`src/inc/acu_pkg.sv`:
```
// Package of the 8-bit counter unit: register map, field positions,
// mode and clock-select encodings and the carrier structs.
// Assumes a single clock domain; the crystal pin is synchronised in the counter unit.
package acu_pkg;

	localparam int ACU_DW    = 8;
	localparam int ACU_AW    = 4;
	localparam int ACU_PRE_W = 10;

	// Register offsets
	localparam logic [ACU_AW-1:0] ACU_OFS_CTRL_A = 4'h0;
	localparam logic [ACU_AW-1:0] ACU_OFS_CTRL_B = 4'h1;
	localparam logic [ACU_AW-1:0] ACU_OFS_COUNT  = 4'h2;
	localparam logic [ACU_AW-1:0] ACU_OFS_CMP_A  = 4'h3;
	localparam logic [ACU_AW-1:0] ACU_OFS_CMP_B  = 4'h4;
	localparam logic [ACU_AW-1:0] ACU_OFS_MASK   = 4'h5;
	localparam logic [ACU_AW-1:0] ACU_OFS_FLAG   = 4'h6;
	localparam logic [ACU_AW-1:0] ACU_OFS_ASYNC  = 4'h7;
	localparam logic [ACU_AW-1:0] ACU_OFS_POWER  = 4'h8;

	// Field positions
	localparam int ACU_CRA_WM_LSB   = 0;
	localparam int ACU_CRA_COMB_LSB = 4;
	localparam int ACU_CRA_COMA_LSB = 6;
	localparam int ACU_CRB_CS_LSB   = 0;
	localparam int ACU_CRB_WM2_BIT  = 3;
	localparam int ACU_FLG_OVF      = 0;
	localparam int ACU_FLG_CMPA     = 1;
	localparam int ACU_FLG_CMPB     = 2;
	localparam int ACU_FLG_W        = 3;
	localparam int ACU_ASYNC_BIT    = 5;
	localparam int ACU_PWR_BIT      = 0;

	// Count landmarks
	localparam logic [ACU_DW-1:0] ACU_BOTTOM = 8'h00;
	localparam logic [ACU_DW-1:0] ACU_MAX    = 8'hFF;
	localparam logic [ACU_DW-1:0] ACU_ONE    = 8'h01;

	typedef enum logic [2:0] {
		ACU_WM_NORMAL    = 3'b000,
		ACU_WM_PC_MAX    = 3'b001,
		ACU_WM_CTC       = 3'b010,
		ACU_WM_FAST_MAX  = 3'b011,
		ACU_WM_RSV4      = 3'b100,
		ACU_WM_PC_CMPA   = 3'b101,
		ACU_WM_RSV6      = 3'b110,
		ACU_WM_FAST_CMPA = 3'b111
	} acu_mode_e;

	typedef enum logic [2:0] {
		ACU_CS_STOP    = 3'b000,
		ACU_CS_DIV1    = 3'b001,
		ACU_CS_DIV8    = 3'b010,
		ACU_CS_DIV32   = 3'b011,
		ACU_CS_DIV64   = 3'b100,
		ACU_CS_DIV128  = 3'b101,
		ACU_CS_DIV256  = 3'b110,
		ACU_CS_DIV1024 = 3'b111
	} acu_cs_e;

	typedef enum logic [1:0] {
		ACU_COM_OFF    = 2'b00,
		ACU_COM_TOGGLE = 2'b01,
		ACU_COM_CLEAR  = 2'b10,
		ACU_COM_SET    = 2'b11
	} acu_com_e;

	// Prescaler tap masks: a tick when the masked bits are all ones
	localparam logic [ACU_PRE_W-1:0] ACU_PRE_M1    = 10'h000;
	localparam logic [ACU_PRE_W-1:0] ACU_PRE_M8    = 10'h007;
	localparam logic [ACU_PRE_W-1:0] ACU_PRE_M32   = 10'h01F;
	localparam logic [ACU_PRE_W-1:0] ACU_PRE_M64   = 10'h03F;
	localparam logic [ACU_PRE_W-1:0] ACU_PRE_M128  = 10'h07F;
	localparam logic [ACU_PRE_W-1:0] ACU_PRE_M256  = 10'h0FF;
	localparam logic [ACU_PRE_W-1:0] ACU_PRE_M1024 = 10'h3FF;
	localparam logic [ACU_PRE_W-1:0] ACU_PRE_ONE   = 10'h001;

	typedef struct packed {
		logic [ACU_AW-1:0] addr;
		logic [ACU_DW-1:0] wdata;
		logic              wr;
		logic              rd;
	} acu_bus_s;

	typedef struct packed {
		logic tick;
		logic fast;
		logic dual;
		logic down;
		logic at_top;
		logic buffered;
	} acu_wave_s;

endpackage

```
`src/design/acu_compare_ch.sv`:
```
// One compare channel: double-buffered compare value, match detect and
// the waveform output flip-flop.
// Assumes tick and mode information arrive from the counter on the same clock.
`timescale 1ns/1ps
`default_nettype none
module acu_compare_ch
	import acu_pkg::*;
(
	input  wire logic              clock,
	input  wire logic              rst_n,
	input  wire logic              wr_val,
	input  wire logic [ACU_DW-1:0] wval,
	input  wire acu_wave_s         wave,
	input  wire acu_com_e          com,
	input  wire logic [ACU_DW-1:0] cnt,
	output logic      [ACU_DW-1:0] buf_val,
	output logic      [ACU_DW-1:0] act_val,
	output logic                   match,
	output logic                   pin
);

	typedef struct packed {
		logic [ACU_DW-1:0] buf_val;
		logic [ACU_DW-1:0] act_val;
		logic              pin;
	} acu_ch_state_s;

	acu_ch_state_s s_reg;
	acu_ch_state_s s_next;

	assign buf_val = s_reg.buf_val;
	assign act_val = s_reg.act_val;
	assign pin     = s_reg.pin;
	assign match   = (cnt == s_reg.act_val);

	always_comb begin
		s_next = s_reg;
		if (wr_val) begin
			s_next.buf_val = wval;
		end
		// Unbuffered modes see writes at once; PWM modes only at TOP
		if (!wave.buffered) begin
			s_next.act_val = s_next.buf_val;
		end else if (wave.tick && wave.at_top) begin
			s_next.act_val = s_next.buf_val;
		end
		if (wave.tick) begin
			if (wave.dual) begin
				if (match) begin
					case (com)
						ACU_COM_TOGGLE: s_next.pin = ~s_reg.pin;
						ACU_COM_CLEAR:  s_next.pin = wave.down;
						ACU_COM_SET:    s_next.pin = ~wave.down;
						default:        s_next.pin = s_reg.pin;
					endcase
				end
			end else begin
				if (match) begin
					case (com)
						ACU_COM_TOGGLE: s_next.pin = ~s_reg.pin;
						ACU_COM_CLEAR:  s_next.pin = 1'b0;
						ACU_COM_SET:    s_next.pin = 1'b1;
						default:        s_next.pin = s_reg.pin;
					endcase
				end
				// Wrap wins over match so a value at TOP gives a steady level
				if (wave.fast && wave.at_top) begin
					if (com == ACU_COM_CLEAR) begin
						s_next.pin = 1'b1;
					end else if (com == ACU_COM_SET) begin
						s_next.pin = 1'b0;
					end
				end
			end
		end
	end

	always_ff @(posedge clock) begin
		if (!rst_n) begin
			s_reg <= '0;
		end else begin
			s_reg <= s_next;
		end
	end

endmodule
`default_nettype wire

```
`src/design/acu_counter_unit.sv`:
```
// Counter unit of the 8-bit timer: clock selection and prescaler, the
// bi-directional counter, flags, masks and the register port.
// Assumes a synchronous register port on clock; the crystal pin is
// asynchronous and is synchronised here before use.
`timescale 1ns/1ps
`default_nettype none

module acu_counter_unit
	import acu_pkg::*;
(
	input  wire logic              clock,
	input  wire logic              rst_n,
	input  wire acu_bus_s          bus_req,
	output logic      [ACU_DW-1:0] rd_data,
	input  wire logic              crystal_pin_1,
	output logic                   compare_out_a,
	output logic                   compare_out_b,
	output logic [ACU_FLG_W-1:0]   int_req
);

	typedef struct packed {
		logic                 xtal_s1;
		logic                 xtal_s2;
		logic                 xtal_s3;
		logic [ACU_PRE_W-1:0] presc;
		logic [ACU_DW-1:0]    cnt;
		logic                 down;
		logic [ACU_DW-1:0]    ctrl_a;
		logic [ACU_DW-1:0]    ctrl_b;
		logic [ACU_FLG_W-1:0] mask;
		logic [ACU_FLG_W-1:0] flags;
		logic                 async_sel;
		logic                 pwr;
		logic [ACU_DW-1:0]    rdata;
		logic [ACU_FLG_W-1:0] irq;
	} acu_state_s;

	acu_state_s s_reg;
	acu_state_s s_next;

	acu_mode_e            mode;
	acu_cs_e              cs;
	acu_wave_s            wave;
	logic                 src_tick;
	logic                 running;
	logic [ACU_PRE_W-1:0] tap_mask;
	logic [ACU_DW-1:0]    top_val;
	logic                 ovf_set;
	logic [ACU_DW-1:0]    cnt_step;
	logic                 down_step;
	logic [ACU_DW-1:0]    buf_a;
	logic [ACU_DW-1:0]    buf_b;
	logic [ACU_DW-1:0]    act_a;
	logic [ACU_DW-1:0]    act_b;
	logic                 match_a;
	logic                 match_b;
	logic                 wr_cmp_a;
	logic                 wr_cmp_b;

	assign rd_data = s_reg.rdata;
	assign int_req = s_reg.irq;

	assign wr_cmp_a = bus_req.wr && (bus_req.addr == ACU_OFS_CMP_A);
	assign wr_cmp_b = bus_req.wr && (bus_req.addr == ACU_OFS_CMP_B);

	// Mode and clock selection
	always_comb begin
		mode = acu_mode_e'({s_reg.ctrl_b[ACU_CRB_WM2_BIT], s_reg.ctrl_a[ACU_CRA_WM_LSB +: 2]});
		cs   = acu_cs_e'(s_reg.ctrl_b[ACU_CRB_CS_LSB +: 3]);
		// Crystal edges only after two flops; the third keeps the edge detect off the first
		src_tick = s_reg.async_sel ? (s_reg.xtal_s2 & ~s_reg.xtal_s3) : 1'b1;
		running  = !s_reg.pwr && (cs != ACU_CS_STOP);
		case (cs)
			ACU_CS_DIV8:    tap_mask = ACU_PRE_M8;
			ACU_CS_DIV32:   tap_mask = ACU_PRE_M32;
			ACU_CS_DIV64:   tap_mask = ACU_PRE_M64;
			ACU_CS_DIV128:  tap_mask = ACU_PRE_M128;
			ACU_CS_DIV256:  tap_mask = ACU_PRE_M256;
			ACU_CS_DIV1024: tap_mask = ACU_PRE_M1024;
			default:        tap_mask = ACU_PRE_M1;
		endcase
		if ((mode == ACU_WM_CTC) || (mode == ACU_WM_PC_CMPA) || (mode == ACU_WM_FAST_CMPA)) begin
			top_val = act_a;
		end else begin
			top_val = ACU_MAX;
		end
		wave.tick     = running && src_tick && ((s_reg.presc & tap_mask) == tap_mask);
		wave.fast     = (mode == ACU_WM_FAST_MAX) || (mode == ACU_WM_FAST_CMPA);
		wave.dual     = (mode == ACU_WM_PC_MAX) || (mode == ACU_WM_PC_CMPA);
		wave.down     = s_reg.down;
		wave.at_top   = (s_reg.cnt == top_val);
		wave.buffered = wave.fast || wave.dual;
	end

	// Count sequence for one tick
	always_comb begin
		cnt_step  = s_reg.cnt + ACU_ONE;
		down_step = 1'b0;
		ovf_set   = 1'b0;
		case (mode)
			ACU_WM_PC_MAX, ACU_WM_PC_CMPA: begin
				down_step = s_reg.down;
				if (!s_reg.down) begin
					if (wave.at_top) begin
						down_step = 1'b1;
						cnt_step  = s_reg.cnt - ACU_ONE;
					end
				end else begin
					if (s_reg.cnt == ACU_BOTTOM) begin
						down_step = 1'b0;
						ovf_set   = 1'b1;
					end else begin
						cnt_step = s_reg.cnt - ACU_ONE;
					end
				end
			end
			ACU_WM_CTC: begin
				if (wave.at_top) begin
					cnt_step = ACU_BOTTOM;
				end
				ovf_set = (s_reg.cnt == ACU_MAX);
			end
			ACU_WM_FAST_MAX, ACU_WM_FAST_CMPA: begin
				if (wave.at_top) begin
					cnt_step = ACU_BOTTOM;
				end
				ovf_set = wave.at_top;
			end
			default: begin
				// Reserved codes run as normal mode rather than freeze
				ovf_set = (s_reg.cnt == ACU_MAX);
			end
		endcase
	end

	always_comb begin
		s_next = s_reg;
		s_next.xtal_s1 = crystal_pin_1;
		s_next.xtal_s2 = s_reg.xtal_s1;
		s_next.xtal_s3 = s_reg.xtal_s2;
		// Prescaler free runs on its source while the module is powered
		if (!s_reg.pwr && src_tick) begin
			s_next.presc = s_reg.presc + ACU_PRE_ONE;
		end
		if (wave.tick) begin
			s_next.cnt  = cnt_step;
			s_next.down = down_step;
		end
		if (!wave.dual) begin
			s_next.down = 1'b0;
		end
		// Write one to clear; a set in the same cycle still wins
		if (bus_req.wr && (bus_req.addr == ACU_OFS_FLAG)) begin
			s_next.flags = s_reg.flags & ~bus_req.wdata[ACU_FLG_W-1:0];
		end
		if (wave.tick) begin
			s_next.flags[ACU_FLG_OVF]  = s_next.flags[ACU_FLG_OVF] | ovf_set;
			s_next.flags[ACU_FLG_CMPA] = s_next.flags[ACU_FLG_CMPA] | match_a;
			s_next.flags[ACU_FLG_CMPB] = s_next.flags[ACU_FLG_CMPB] | match_b;
		end
		if (bus_req.wr) begin
			if (bus_req.addr == ACU_OFS_CTRL_A) begin
				s_next.ctrl_a = bus_req.wdata;
			end else if (bus_req.addr == ACU_OFS_CTRL_B) begin
				s_next.ctrl_b = bus_req.wdata;
			end else if (bus_req.addr == ACU_OFS_COUNT) begin
				s_next.cnt = bus_req.wdata;
			end else if (bus_req.addr == ACU_OFS_MASK) begin
				s_next.mask = bus_req.wdata[ACU_FLG_W-1:0];
			end else if (bus_req.addr == ACU_OFS_ASYNC) begin
				s_next.async_sel = bus_req.wdata[ACU_ASYNC_BIT];
			end else if (bus_req.addr == ACU_OFS_POWER) begin
				s_next.pwr = bus_req.wdata[ACU_PWR_BIT];
			end
		end
		s_next.irq   = s_next.flags & s_next.mask;
		s_next.rdata = '0;
		if (bus_req.rd) begin
			if (bus_req.addr == ACU_OFS_CTRL_A) begin
				s_next.rdata = s_reg.ctrl_a;
			end else if (bus_req.addr == ACU_OFS_CTRL_B) begin
				s_next.rdata = s_reg.ctrl_b;
			end else if (bus_req.addr == ACU_OFS_COUNT) begin
				s_next.rdata = s_reg.cnt;
			end else if (bus_req.addr == ACU_OFS_CMP_A) begin
				s_next.rdata = buf_a;
			end else if (bus_req.addr == ACU_OFS_CMP_B) begin
				s_next.rdata = buf_b;
			end else if (bus_req.addr == ACU_OFS_MASK) begin
				s_next.rdata[ACU_FLG_W-1:0] = s_reg.mask;
			end else if (bus_req.addr == ACU_OFS_FLAG) begin
				s_next.rdata[ACU_FLG_W-1:0] = s_reg.flags;
			end else if (bus_req.addr == ACU_OFS_ASYNC) begin
				s_next.rdata[ACU_ASYNC_BIT] = s_reg.async_sel;
			end else if (bus_req.addr == ACU_OFS_POWER) begin
				s_next.rdata[ACU_PWR_BIT] = s_reg.pwr;
			end
		end
	end

	always_ff @(posedge clock) begin
		if (!rst_n) begin
			s_reg <= '0;
		end else begin
			s_reg <= s_next;
		end
	end

	acu_compare_ch u_cmp_a (
		.clock   (clock),
		.rst_n   (rst_n),
		.wr_val  (wr_cmp_a),
		.wval    (bus_req.wdata),
		.wave    (wave),
		.com     (acu_com_e'(s_reg.ctrl_a[ACU_CRA_COMA_LSB +: 2])),
		.cnt     (s_reg.cnt),
		.buf_val (buf_a),
		.act_val (act_a),
		.match   (match_a),
		.pin     (compare_out_a)
	);

	acu_compare_ch u_cmp_b (
		.clock   (clock),
		.rst_n   (rst_n),
		.wr_val  (wr_cmp_b),
		.wval    (bus_req.wdata),
		.wave    (wave),
		.com     (acu_com_e'(s_reg.ctrl_a[ACU_CRA_COMB_LSB +: 2])),
		.cnt     (s_reg.cnt),
		.buf_val (buf_b),
		.act_val (act_b),
		.match   (match_b),
		.pin     (compare_out_b)
	);

endmodule
`default_nettype wire

```
`config.mk`:
```
export PLATFORM = sky130hd
export DESIGN_NAME = acu_counter_unit
export DESIGN_NICKNAME = d
export VERILOG_FILES = /design/src/inc/acu_pkg.sv /design/src/design/acu_compare_ch.sv /design/src/design/acu_counter_unit.sv
export SDC_FILE = /design/constraint.sdc
export NUM_CORES = 1
export LEC_CHECK = 0
export ABC_CLOCK_PERIOD_IN_PS = 4180
export BUFFER_PORTS_ARGS = -buffer_cell sky130_fd_sc_hd__buf_4
export CORE_ASPECT_RATIO = 0.75
export CORE_MARGIN = 2
export CORE_UTILIZATION = 61
export DETAILED_ROUTE_END_ITERATION = 7
export PLACE_DENSITY = 0.8
export SYNTH_ARGS = -nofsm -noshare
export SYNTH_HDL_FRONTEND = slang
export SYNTH_SLANG_ARGS = --single-unit
```
`constraint.sdc`:
```
create_clock -name clock -period 4.18 [get_ports clock]
set_input_delay 0 -clock clock [delete_from_list [all_inputs] [get_ports clock]]
set_output_delay 0 -clock clock [all_outputs]
set_load 0.02 [all_outputs]
```
# --- Yosys cells after proc, flatten, opt, wreduce, memory -nomap -nowiden ---
# Index checks and enable logic that the tools add are counted.
# W data, S select, Z words.
op_classes:
  n_reduce_logical: 29
  shifts: 0
  bitwise: 17
  eq_ne: 35
  add_sub_neg: 3
  order_cmp: 0
  mul: 0
  div: 0
  muxes: 65
ops:
  columns: ["operator", "n"]
  rows:
  - ["$mux W8", 19]
  - ["$pmux W10 S6", 1]
  - ["$mux W3", 9]
  - ["$mux W1", 26]
  - ["$eq A8 B8 Y1", 3]
  - ["$eq A3 B3 Y1 const B", 6]
  - ["$eq A4 B3 Y1 const B", 4]
  - ["$pmux W8 S2", 1]
  - ["$eq A3 B2 Y1 const B", 4]
  - ["$pmux W1 S3", 4]
  - ["$add A10 B1 Y10 const B", 1]
  - ["$and A10 B10 Y10", 1]
  - ["$eq A10 B10 Y1", 1]
  - ["$logic_and A1 B1 Y1", 9]
  - ["$mux W9", 1]
  - ["$not A1 Y1", 9]
  - ["$reduce_and A3 Y1", 3]
  - ["$add A8 B1 Y8 const B", 1]
  - ["$eq A2 B2 Y1 const B", 4]
  - ["$eq A4 B2 Y1 const B", 2]
  - ["$eq A8 B8 Y1 const B", 1]
  - ["$logic_not A8 Y1", 1]
  - ["$sub A8 B1 Y8 const B", 1]
  - ["$reduce_and A7 Y1", 1]
  - ["other kinds (21)", 36]
totals:
  ff_bits: 91
  mem_bits_rw: 0
  n_memories: 0
  out_inout_bits: 13
  rom_bits: 0
  latchBits: 0
  input_bits: 17
  wordCells: 169

# --- Longest topological paths before layout ---
logic_depth:
  ltp_word: 13
  depth_mapped: 12
  depth_no_buf: 10

# --- Cells and area by module ---
# Synthesis repeated with hierarchy kept, for this count alone.
unflattened:
  hier_cells: 592
  hier_area_um2: 5180.0
by_module_without_submodules:
  columns: ["mod", "area_each_um2", "seq_area_each_um2", "n_inst", "cells_per_inst"]
  rows:
  - ["acu_counter_unit", 3455.8, 1141.1, 1, 418]
  - ["acu_compare_ch", 862.1, 340.3, 2, 87]

# --- Least setup slack after synthesis ---
# OpenSTA, ideal clock, no wires.
synth_timing:
  path_kind: "reg2reg"
  startpoint: "register s_reg[36] in the netlist's numbering"
  endpoint: "register s_reg[39] in the netlist's numbering"
  path_slack_ns: 1.279
  arrival_time_ns: 2.832
  setup_time_ns: 0.069
  n_path_buf: 2
  t_required_ns: 4.111
  stages_incl_launch_ff: 13
  cell_sequence: "dfxtp_1 -> buf_4 -> inv_1 -> ha_1 -> or3b_4 -> or3_4 -> or4b_4 -> nand2_2 -> or2_1 -> buf_6 -> a21oi_2 -> or4_1 -> o21ai_1"
synth_via:
  elab_chain_len: 9
synth_rtl:
  columns: ["element", "line", "rtl"]
  rows:
  - ["start, declared", "acu_counter_unit.sv:38", "acu_state_s s_reg;"]
  - ["start signal, assigned", "acu_counter_unit.sv:205", "s_reg <= s_next;"]
  - ["$add A8 B1 Y8, or another cell as far along", "acu_counter_unit.sv:97", "cnt_step = s_reg.cnt + ACU_ONE;"]
  - ["$mux W8 (on tied branches)", "acu_counter_unit.sv:104, acu_counter_unit.sv:109", null]
  - ["$mux W8", "acu_counter_unit.sv:103", "if (!s_reg.down) begin"]
  - ["$pmux W8 S2 *", "acu_counter_unit.sv:100", "case (mode)"]
  - ["$mux W9 *", "acu_counter_unit.sv:145", "if (wave.tick) begin"]
  - ["$mux W8", "acu_counter_unit.sv:166", "end else if (bus_req.addr == ACU_OFS_COUNT) begin"]
  - ["$mux W8", "acu_counter_unit.sv:164", "end else if (bus_req.addr == ACU_OFS_CTRL_B) begin"]
  - ["$mux W8", "acu_counter_unit.sv:162", "if (bus_req.addr == ACU_OFS_CTRL_A) begin"]
  - ["$mux W8 *", "acu_counter_unit.sv:161", "if (bus_req.wr) begin"]
# Mark *: on every way between the ends. The rest lies on a longest branch, timed or not.
# A chain may end at the register's enable or synchronous reset.

# --- Worst setup path in the final report ---
# Ends and elaborated chain as after synthesis.

==> flow_summary_export.csv <==
group,metric,value,unit
outcome,outcome,"finished, final reports clean",
timing,fmax,311,MHz
worst_setup_path,crit_path_max_fanout,11,
synth,synthCells,588,
layout,utilization,0.703,
clock_network,root_buffer,"clkbuf_8",
worst_setup_path,end_kind,"flip-flop",
clock_network,numCtsBuffers,9,
flow_run,maxCapViolCount,0,
worst_setup_path,worstPathArrival,3510,ps
die,chipHeight,80.7,µm
synth,synth_enable_flop_cells,0,
synth,ys_types,64,
drt,antenna_left,0,
drt,via_per_inst,6.30,
drt,drc,0,
die,core,7470,µm²
place,port-buffer-count,29,
clock_network,clkSlewWorstSetupHoldPaths,90,ps
grt,grt-ovfl-total,0,
grt,antenna_found_initial,0,
grt,grt_use_total,0.311,
power_and_ir_drop,p_int,1.24,mW
power_and_ir_drop,power.density,326,nW/µm²
power_and_ir_drop,seqPwrFrac,0.533,
timing,rsz0062_at_grt,"false",
worst_setup_path,critPathRequiredTime,4480,ps
layout,drive_gt1_frac,0.0997,
die,die_area,8580,µm²
timing,skew,8.61,ps
worst_setup_path,reg2reg_from,"s_reg[36]",
power_and_ir_drop,pwr-share-comb,0.117,
synth,synth-main-ff-cell,"dfxtp_1",
die,start_util,0.641,
synth,syn_area,4790,µm²
power_and_ir_drop,switching_share,0.271,
timing,hold_violations,0,
min_path,min_from,"bus_req[12]",
grt,grt_pass1_wl,20600,µm
clock_network,cts.sinks,91,
clock_network,cts_setup_buffers,0,
timing,slew_headroom,0.370,
worst_setup_path,r2r_cells,10,
power_and_ir_drop,power.switching,0.464,mW
synth,yosysSeqAreaShare,0.380,
worst_setup_path,reg2reg_slack,970,ps
layout,fill_cells,614,
place,dp_hpwl,9030,µm
worst_setup_path,r2r-end,"s_reg[39]",
min_path,whs_endpoint,"rd_data[3]",
clock_network,clk_latency,360,ps
timing,fin_tns_setup,0,ps
grt,grt_pass1_vias,3955,
die,io_pins,30,
layout,antenna_cells,0,
layout,layout_common_cells,"91 x nor2_1, 91 x dfxtp_1, 50 x mux2i_1",
drt,vias,4432,
drt,drt_iter0_drc,548,
synth,yosys_warnings,0,
min_path,hp-class,"input port to flip-flop",
grt,grt_start_max_net_pins,49,
power_and_ir_drop,power_frac_clock,0.349,
layout,largest_reg_flops,38,
timing,fin_crit_sh,0.768,
synth,synth_nets,608,
clock_network,h-tree-depth,3,
layout,area_delta_synth_final,9.59,%
place,place_congestion,0.910,
timing,tightest_slew,942,ps
synth,yosys_register_bits,91,
drt,drt-pass1-iter-count,5,
power_and_ir_drop,fin_total_pwr,1.71,mW
timing,drv_slew,0,
die,rows,27,
synth,avgSynthCellArea,8.14,µm²
clock_network,tritoncts,"yes",
drt,wirelength,12700,µm
clock_network,clk_path_buf_depth,2,
worst_setup_path,worstSetupPathType,"flip-flop to flip-flop",
drt,wire_per_inst,18.1,µm
layout,nets,617,
die,die_x,106,µm
synth,postSynth.asyncResetShare,0,
timing,post-route-min-period,3210,ps
power_and_ir_drop,p_leak,2.09,nW
min_path,hold_depth,4,
power_and_ir_drop,peakVddDrop,0.222,mV
worst_setup_path,critPathLaunchType,"flip-flop",
timing,setup-violations-final,0,
## cells by family (layout without fill, tap and decap cells)
kind of cell	Yosys count	in the layout	share of synthesized area
DFF	91	91	0.380
AOI/OAI and AO/OA	137	137	0.187
and+or+nand+nor	234	234	0.234
adders and majority gates	3	3	0.00784
muxes	50	50	0.105
xor gates and xnor gates	16	16	0.0293
buffers and inverters	57	71	0.0570
## layer usage
layer	share of wire	wire [µm]	vias up	track usage
met3	0.11	1440	19	0.0762
li1	-	-	2098	-
met5	0	0	-	0
met2	0.42	5400	251	0.462
met4	0.020	258	0	0.100
met1	0.44	5630	2064	0.445
## cell usage after synthesis, types with 3 or more instances
master / number / area (µm²)
dfxtp_1: 91 / 1820
nor2_1: 91 / 342
mux2i_1: 50 / 500
nand2_1: 46 / 173
a21oi_1: 36 / 180
o21ai_0: 31 / 155
clkbuf_1: 29 / 109
a211oi_1: 20 / 150
nor3_1: 18 / 90.1
nand3_1: 14 / 70.1
buf_4: 13 / 97.6
nand2b_1: 13 / 81.3
xnor2_1: 11 / 96.3
and2_1: 10 / 62.6
inv_1: 9 / 33.8
o31ai_1: 9 / 67.6
a31oi_1: 7 / 43.8
nand4_1: 6 / 37.5
and3_1: 5 / 31.3
or3_1: 5 / 31.3
xor2_1: 5 / 43.8
o21ai_1: 4 / 20.0
ha_1: 3 / 37.5
nor2b_1: 3 / 18.8
nor4_1: 3 / 18.8
or4_1: 3 / 22.5
## power by group through the flow
stage          sequential (mW)  clock, mW  combinational [mW]
6_report                 0.911      0.597               0.200
5_1_grt                  0.915      0.644               0.215
4_1_cts                  0.910      0.603               0.196
3_5_place_dp             0.931          0               0.186
3_3_place_gp             0.930          0               0.180
2_1_floorplan            0.915          0               0.143
## worst max-delay path, cell delays in order (launching register included)
cell and delay [ps]:
dfxtp_1 450, inv_1 150, ha_1 190, or3b_4 400, or3_4 350, or4b_4 520, nand2_2 120, or2_1 290
a21oi_2 90, or4_1 500, o21ai_1 90
## per-stage QoR
stage                     cell area (µm²)  cells  setup WS (ps)  hold WS (ps)
after floorplan                      4790    588           1280           127
after CTS                            5250    703           1020          4.59
after global placement               4920    674           1110           209
final                                5250    703            969          23.1
after detailed placement             4920    674           1040           212
after global routing                 5250    703            848          26.5
## final cells by class
| class | count | area (µm²) | area share |
|---|---|---|---|
| repair buffers | 45 | 370 | 0.0706 |
| clock inverters | 5 | 62.6 | 0.0119 |
| inverters | 10 | 37.5 | 0.00715 |
| flip-flops and latches | 91 | 1820 | 0.347 |
| clock buffers | 11 | 131 | 0.0250 |
| multi-input cells | 440 | 2700 | 0.514 |
| well taps | 101 | 126 | 0.0241 |
## what timing repair did
action | in CTS | in global routing
gates resized for setup | 0 | 0
hold endpoints to repair | 35 | 0
endpoints found under the setup margin | 0 | 0
hold buffers | 13 | 0
## worst max-delay path by stage
stage | start | to | cells after the start
after floorplan | s_reg[36] | s_reg[39] | 12
after global placement | s_reg[36] | s_reg[39] | 10
after detailed placement | s_reg[36] | s_reg[39] | 10
after CTS | s_reg[36] | s_reg[39] | 10
after global routing | s_reg[36] | s_reg[39] | 10
final | s_reg[36] | s_reg[39] | 10
Note: power is estimated with default switching activity, not from simulation.
